`src/logic/adc_ctrl_defines.vh`:
```
// Constants and behaviour summary for the converter control block
//
// Behaviour
// - Start instruction or gated external start sets busy.
// - Setting busy clears done and starts the bit-timing clock.
// - Clear, init or clear-all at pulse three clear busy and shifter.
// - Channel register selects the multiplexer input being sampled.
// - With auto-step set, channel advances after each conversion.
// - Read-status drives channel on bits 8-11; read-buffer drives result.
// - Load-channel loads any value 0 to 15 from the bus.
// - Next channel is register plus one, loaded at end of conversion.
// - Increment is four bits and wraps fifteen to zero.
// - Common clear zeroes the channel register.
// - Load-enable at pulse three sets flags whose bus bits 2-5 are one.
// - Read-status drives the enable flags onto bus bits 2-5.
// - Read-buffer drives result bits 2-11 onto bus bits 2-11.
// - Done with done-interrupt enabled raises an interrupt request.
// - Sample condition clears mode-select, selecting sample mode.
// - Hold strobe sets mode-select, entering hold mode.
// - Hold interval is about 20 us per conversion.
// - External start acts only when its enable flag is set.
// - Read-buffer, load-channel or external start while busy sets error.
// - Respond only to device code octal 53 during the I/O pause.
// - End-of-conversion clears busy, returning to sample mode.
`ifndef ADC_CTRL_DEFINES_VH
`define ADC_CTRL_DEFINES_VH
`define DEV_CODE 6'h2B
`define OP_SKIP_ERR 3'h0
`define OP_CLEAR_ALL 3'h1
`define OP_LOAD_EN 3'h2
`define OP_READ_STAT 3'h3
`define OP_SKIP_DONE 3'h4
`define OP_LOAD_CHAN 3'h5
`define OP_START 3'h6
`define OP_READ_BUF 3'h7
`define EN_DONE 2'h0
`define EN_ERR 2'h1
`define EN_EXT 2'h2
`define EN_STEP 2'h3
`define CHAN_LO 8
`define EN_LO 2
`define SHIFT_FIRST 10'h200
`define HOLD_NS 20000
`define BIT_NS 1800
`define CLK_NS 8
`endif

```
`src/logic/adc_channel_enable_control.v`:
```
// Converter control: busy, done, error, channel and enable registers
`include "adc_ctrl_defines.vh"
`timescale 1ns/1ps
`default_nettype none
module adc_channel_enable_control #(
	parameter CLK_NS = `CLK_NS,
	parameter HOLD_NS = `HOLD_NS,
	parameter BIT_NS = `BIT_NS
) (
	input wire core_clk, // 125 MHz clock
	input wire rstn, // Synchronous reset, active low
	input wire init, // System init strobe
	input wire io_pause, // I/O pause, device field valid
	input wire [5:0] dev_sel, // Device select field
	input wire [2:0] op_code, // Operation field
	input wire time_pulse_three, // Single-cycle TP3 strobe
	input wire [11:0] data_in, // Accumulator onto data bus
	input wire [11:0] result_in, // Converted result bits 0-11
	input wire last_shift, // Last bit checked strobe
	input wire external_conversion_start, // External start pin
	output reg [11:0] data_out_ff, // Data bus drive value
	output reg data_oe_n_ff, // Data bus drive, active low
	output reg skip_ff, // Skip request
	output reg irq_ff, // Interrupt request
	output reg busy_ff, // Conversion in progress
	output reg done_ff, // Conversion done flag
	output reg timing_err_ff, // Timing error flag
	output reg [3:0] channel_select_ff, // Multiplexer channel
	output reg [3:0] enables_ff, // Enable register
	output reg mode_hold_ff, // Mode select, 1 is hold
	output reg bit_clk_ff, // Bit-timing clock pulse
	output reg [9:0] shift_pos_ff, // Bit-position shift register
	output reg eoc_ff // End-of-conversion pulse
);
	localparam integer HOLD_CYC = (HOLD_NS + CLK_NS - 1) / CLK_NS;
	localparam integer BIT_CYC = (BIT_NS + CLK_NS - 1) / CLK_NS;
	localparam ST_IDLE = 3'b001;
	localparam ST_HOLD = 3'b010;
	localparam ST_BITS = 3'b100;

	wire ext_lvl;
	reg ext_d_ff;
	reg [2:0] state_ff;
	reg [2:0] nxt_state;
	reg [12:0] cnt_ff;
	reg [12:0] nxt_cnt;
	wire sel;
	wire clr_all;
	wire common_clear;
	wire op_start;
	wire op_ld_en;
	wire op_ld_ch;
	wire op_rd_st;
	wire op_rd_bf;
	wire ext_go;
	wire start;
	wire [3:0] next_channel;

	sync3 u_ext_sync (
		.core_clk(core_clk),
		.rstn(rstn),
		.din(external_conversion_start),
		.dout_ff(ext_lvl)
	);

	assign sel = io_pause && (dev_sel == `DEV_CODE);
	assign clr_all = sel && time_pulse_three && (op_code == `OP_CLEAR_ALL);
	assign common_clear = init || clr_all;
	// Start, load-enable, load-channel and clear-all act on the TP3 strobe only
	assign op_start = sel && time_pulse_three && (op_code == `OP_START);
	assign op_ld_en = sel && time_pulse_three && (op_code == `OP_LOAD_EN);
	assign op_ld_ch = sel && time_pulse_three && (op_code == `OP_LOAD_CHAN);
	assign op_rd_st = sel && (op_code == `OP_READ_STAT);
	assign op_rd_bf = sel && (op_code == `OP_READ_BUF);
	// Rising edge of filtered external start, gated by its enable
	assign ext_go = ext_lvl && !ext_d_ff && enables_ff[`EN_EXT];
	assign start = (op_start || ext_go) && !busy_ff;
	assign next_channel = channel_select_ff + 4'h1;

	always @* begin
		nxt_state = state_ff;
		nxt_cnt = cnt_ff;
		case (state_ff)
			ST_IDLE: begin
				nxt_cnt = 13'h0000;
				if (start) begin
					nxt_state = ST_HOLD;
				end
			end
			ST_HOLD: begin
				// Hold settles before first bit
				if (cnt_ff == HOLD_CYC[12:0] - 13'h0001) begin
					nxt_cnt = 13'h0000;
					nxt_state = ST_BITS;
				end else begin
					nxt_cnt = cnt_ff + 13'h0001;
				end
			end
			ST_BITS: begin
				if (cnt_ff == BIT_CYC[12:0] - 13'h0001) begin
					nxt_cnt = 13'h0000;
				end else begin
					nxt_cnt = cnt_ff + 13'h0001;
				end
				if (last_shift || (bit_clk_ff && shift_pos_ff[0])) begin
					nxt_state = ST_IDLE;
				end
			end
			default: begin
				nxt_state = ST_IDLE;
				nxt_cnt = 13'h0000;
			end
		endcase
		if (common_clear) begin
			nxt_state = ST_IDLE;
			nxt_cnt = 13'h0000;
		end
	end

	always @(posedge core_clk) begin
		if (!rstn) begin
			state_ff <= ST_IDLE;
			cnt_ff <= 13'h0000;
			ext_d_ff <= 1'b0;
			busy_ff <= 1'b0;
			done_ff <= 1'b0;
			timing_err_ff <= 1'b0;
			channel_select_ff <= 4'h0;
			enables_ff <= 4'h0;
			mode_hold_ff <= 1'b0;
			bit_clk_ff <= 1'b0;
			shift_pos_ff <= 10'h000;
			eoc_ff <= 1'b0;
			irq_ff <= 1'b0;
			skip_ff <= 1'b0;
			data_out_ff <= 12'h000;
			data_oe_n_ff <= 1'b1;
		end else begin
			state_ff <= nxt_state;
			cnt_ff <= nxt_cnt;
			ext_d_ff <= ext_lvl;
			eoc_ff <= 1'b0;
			bit_clk_ff <= 1'b0;
			// Busy: set by start, cleared by end of conversion or clear
			if (common_clear) begin
				busy_ff <= 1'b0;
				shift_pos_ff <= 10'h000;
				mode_hold_ff <= 1'b0;
			end else if (start) begin
				busy_ff <= 1'b1;
				mode_hold_ff <= 1'b1;
				shift_pos_ff <= `SHIFT_FIRST;
			end else if (state_ff == ST_BITS && nxt_state == ST_IDLE) begin
				busy_ff <= 1'b0;
				mode_hold_ff <= 1'b0;
				shift_pos_ff <= 10'h000;
				eoc_ff <= 1'b1;
			end else if (state_ff == ST_BITS &&
				cnt_ff == BIT_CYC[12:0] - 13'h0001) begin
				bit_clk_ff <= 1'b1;
				shift_pos_ff <= {1'b0, shift_pos_ff[9:1]};
			end
			// Done: set by conversion end wins over start clear
			if (common_clear) begin
				done_ff <= 1'b0;
			end else if (state_ff == ST_BITS && nxt_state == ST_IDLE) begin
				done_ff <= 1'b1;
			end else if (start) begin
				done_ff <= 1'b0;
			end
			if (common_clear) begin
				timing_err_ff <= 1'b0;
			end else if (busy_ff && (op_ld_ch || ext_go ||
				(op_rd_bf && time_pulse_three))) begin
				timing_err_ff <= 1'b1;
			end
			// Channel select
			if (common_clear) begin
				channel_select_ff <= 4'h0;
			end else if (op_ld_ch) begin
				channel_select_ff <= data_in[`CHAN_LO+3:`CHAN_LO];
			end else if (eoc_ff && enables_ff[`EN_STEP]) begin
				channel_select_ff <= next_channel;
			end
			// Enable flags only set here; cleared by clear-all
			if (common_clear) begin
				enables_ff <= 4'h0;
			end else if (op_ld_en) begin
				enables_ff <= enables_ff | data_in[`EN_LO+3:`EN_LO];
			end
			irq_ff <= (done_ff && enables_ff[`EN_DONE]) ||
				(timing_err_ff && enables_ff[`EN_ERR]);
			skip_ff <= sel && ((op_code == `OP_SKIP_DONE && done_ff) ||
				(op_code == `OP_SKIP_ERR && timing_err_ff));
			// Readback gating onto data bus
			data_oe_n_ff <= !(op_rd_st || op_rd_bf);
			if (op_rd_st) begin
				data_out_ff <= {channel_select_ff, 2'b00, enables_ff,
					2'b00};
			end else if (op_rd_bf) begin
				data_out_ff <= {result_in[11:2], 2'b00};
			end else begin
				data_out_ff <= 12'h000;
			end
		end
	end
	// Channel register drives the multiplexer directly; holds
endmodule
`default_nettype wire

```
`src/logic/sync3.v`:
```
// Three-stage input synchroniser with agreement filter
`timescale 1ns/1ps
`default_nettype none
module sync3 (
	input wire core_clk, // System clock
	input wire rstn, // Synchronous reset, active low
	input wire din, // Asynchronous input
	output reg dout_ff // Filtered level
);
	reg s1_ff;
	reg s2_ff;
	reg s3_ff;
	// First stage feeds only the second, avoiding metastable fan-out
	always @(posedge core_clk) begin
		if (!rstn) begin
			s1_ff <= 1'b0;
			s2_ff <= 1'b0;
			s3_ff <= 1'b0;
			dout_ff <= 1'b0;
		end else begin
			s1_ff <= din;
			s2_ff <= s1_ff;
			s3_ff <= s2_ff;
			if (s2_ff == s3_ff) begin
				dout_ff <= s3_ff;
			end
		end
	end
endmodule
`default_nettype wire

```
`config.mk`:
```
export PLATFORM = sky130hd
export DESIGN_NAME = adc_channel_enable_control
export DESIGN_NICKNAME = d
export VERILOG_FILES = /design/src/logic/adc_channel_enable_control.v /design/src/logic/sync3.v
export VERILOG_INCLUDE_DIRS = /design/src /design/src/logic
export SDC_FILE = /design/constraint.sdc
export NUM_CORES = 1
export LEC_CHECK = 0
export BUFFER_PORTS_ARGS = -buffer_cell sky130_fd_sc_hd__buf_4
export CORE_AREA = 2 2 75 77
export CTS_BUF_LIST = sky130_fd_sc_hd__clkbuf_8
export DETAILED_ROUTE_END_ITERATION = 10
export DIE_AREA = 0 0 77 79
export GPL_ROUTABILITY_DRIVEN = 0
export PLACE_DENSITY = 0.76
export SLEW_MARGIN = 20
export SYNTH_ARGS = -nofsm -noshare
export SYNTH_HDL_FRONTEND = slang
export SYNTH_HIERARCHICAL = 1
export SYNTH_SLANG_ARGS = --single-unit
```
`constraint.sdc`:
```
create_clock -name core_clk -period 1.9 [get_ports core_clk]
set_input_delay 0.38 -clock core_clk [delete_from_list [all_inputs] [get_ports core_clk]]
set_output_delay 0.38 -clock core_clk [all_outputs]
set_load 0.05 [all_outputs]
```
==> metrics.csv <==
metric,value,unit
gr-usage-all-layers,18.59,%
finalCritPeriodShare,95.37,%
synth_area_leaders,"dfxtp_1 47%, mux2i_1 5.0%, xor2_1 4.0%",
max_stage_delay,0.54,ns
cts_sinks,57,
async_flop_share,0,%
drc_errors,0,
wl,5495,um
crit_fanout,11,
grt_start_max_net_pins,18,
cts_tree,done,
outcome,completed,
yosysMostFrequentCell,dfxtp_1,
drt_iter0_markers,66,
clkLatencyLatePin,0.33,ns
place_area,0.003070,mm2
hp-class,in2reg,
core-area,0.005338,mm2
seq_area_frac_synth,47.23,%
synth_top_area_share,47.23,%
postRouteAntennaNets,0,
power.density,723.1,mW/mm2
rows,27,
syn2layout_area_growth,35.89,%
path_buf_inv,1,
power_leakage,1.375,nW
rsz0062_at_grt,true,
wl_per_cell,13.31,um
layout-drive-gt1-share,35.78,%
grt_pass1_wl,9004,um
synth_edf_count,0,
dieArea,0.006083,mm2
cts_setup_buffers,0,
syn_area,0.002416,mm2
vias,2107,
fin_setup_tns,0,ns
avgSynthCellArea,9.626,um2
path_cells,or4_4 > nor4_4 > nand3_2 > buf_6 > nor4_2,
clkSlewWorstSetupHoldPaths,0.06,ns
cp-start-kind,flop,
crit_family,simple AND/OR/NAND/NOR gates,
rrSetupSlack,0.09,ns
yosys-top-cells-count,"57 x dfxtp_1, 22 x nor2_1, 15 x nor3_1, 12 x a21oi_1, 12 x mux2i_1",
multiInputGateArea,0.001219,mm2
maxCapViolCount,0,
htreeDepth,3,
cp.arrival,2.04,ns
maxSlewViolCount,0,
nets,379,
die_w,77,um
synth-main-ff-cell,dfxtp_1,
busiest_layer,met2,
vias_per_cell,5.102,
hpwl,3987,um
path_class,reg2reg,
gr-total-overflow,0,
grt_pass1_vias,1976,
relSlewSlack,61.59,%
syn_inst,251,
final-setup-viol-count,0,
regArea,0.001141,mm2
cp.required,2.13,ns
ios,79,
met2_usage,29.30,%
ys_warn_count,6,
grt_use_met3,5.341,%
antenna_found_initial,0,
fillCellCount,461,
grtUsageMet1,23.91,%
fin_area,0.003283,mm2
synth.distinct_cells,49,
cts-root-buf,clkbuf_8,
firstDrtPassIters,4,
timing.fmax,551.9,MHz
min_period,1.812,ns
clock_path_buffers,2,
fin_skew,0.009893,ns
die_h,79,um
critPathCaptureType,flop,
ir_drop,0.0006213,V
ys_seq_elements,57,
cts_buffers,9,
finalHoldViolations,0,
start_util,45.26,%
synth_top_cell_by_area,dfxtp_1,
antenna_cells,0,
critPathSlowestCell,or4_4,
tightest_slew,0.5750,ns
port_buffers,70,
-- cells in the final DEF, fill, tap and decap left out, types with 4 or more instances in the layout --
cell       n
buf_4     83
dfxtp_1   57
nor2_1    22
nor3_1    13
a21oi_1   12
mux2i_1   11
nand3_1   11
xor2_1    11
nand2_1   10
nor2_2    10
nor2b_1    9
clkbuf_8   9
a22oi_1    8
and2_1     6
inv_1      5
a211oi_1   5
nor3b_1    4
xnor2_1    4
-- metrics by stage --
stage               hold slack, ns  utilization [%]  worst slack [ns]  cells  power, mW
floorplan                   0.4118                -           0.05104    252      1.269
global placement            0.4140            57.52           0.02778    397      1.334
detailed placement          0.4220            57.52           0.01239    397      1.335
CTS                         0.2452            61.04           0.05692    413      2.395
global route                0.2564            61.51          -0.03163    413      2.460
finish                      0.2609            61.51           0.08796    413      2.374
-- layer usage --
layer / wire, um / part of all wire, %
met3: 359 / 6.5
met2: 2534 / 46
met1: 2557 / 47
met4: 44 / 0.80
met5: 0 / 0
-- logic make-up after synthesis --
group	after synthesis	share of synthesized area (%)
AOI/OAI and AO/OA	39	11.03
xor gates and xnor gates	15	5.437
adders and majority gates	3	1.554
buffers and inverters	14	3.366
DFF	57	47.23
muxes	12	4.972
other	1	0.1552
and+or+nand+nor	110	26.26
-- worst reg2reg max path: cells and delay by family (launching register included) --
family,cells,cell delay (ns)
buffers and inverters,1,0.19
AND/OR/NAND/NOR,4,1.22
flip-flops,1,0.31
-- state kept, by name (all words and copies together), names as in the netlist, 3 cells and up --
| signal | count |
|---|---|
| channel_select_ff | 4 |
| state_ff | 3 |
| cnt_ff | 13 |
| data_out_ff | 10 |
| shift_pos_ff | 10 |
| enables_ff | 4 |
-- layout make-up --
cell class	count	area share (%)
tap	72	2.744
inverter	3	0.3430
clock inverter	7	1.944
multi-input combinational	181	37.12
sequential	57	34.76
timing repair buffer	84	19.32
clock buffer	9	3.773
-- worst paths after layout --
| check | startpoint | end | depth (start not counted) |
|---|---|---|---|
| worst max register to register | cnt_ff[3] | bit_clk_ff | 5 |
| worst max-delay path | cnt_ff[3] | bit_clk_ff | 5 |
| worst min register to register | u_ext_sync/s1_ff | u_ext_sync/s2_ff | 1 |
| worst min-delay path | external_conversion_start | u_ext_sync/s1_ff | 2 |
-- power breakdown --
part           total [mW]  leakage, nW  internal (mW)  switching (mW)
combinational       0.112        0.814         0.0610          0.0514
sequential           1.20        0.459           1.20         0.00103
clock                1.06        0.102          0.593           0.470
-- repair_timing --
action                                  4_1_cts  5_1_grt
hold buffers                                  0        0
gates resized for setup                       0        5
endpoints found under the setup margin        2        5
pin swaps                                     1        1
No activity file was read; power rests on OpenSTA's default activity.
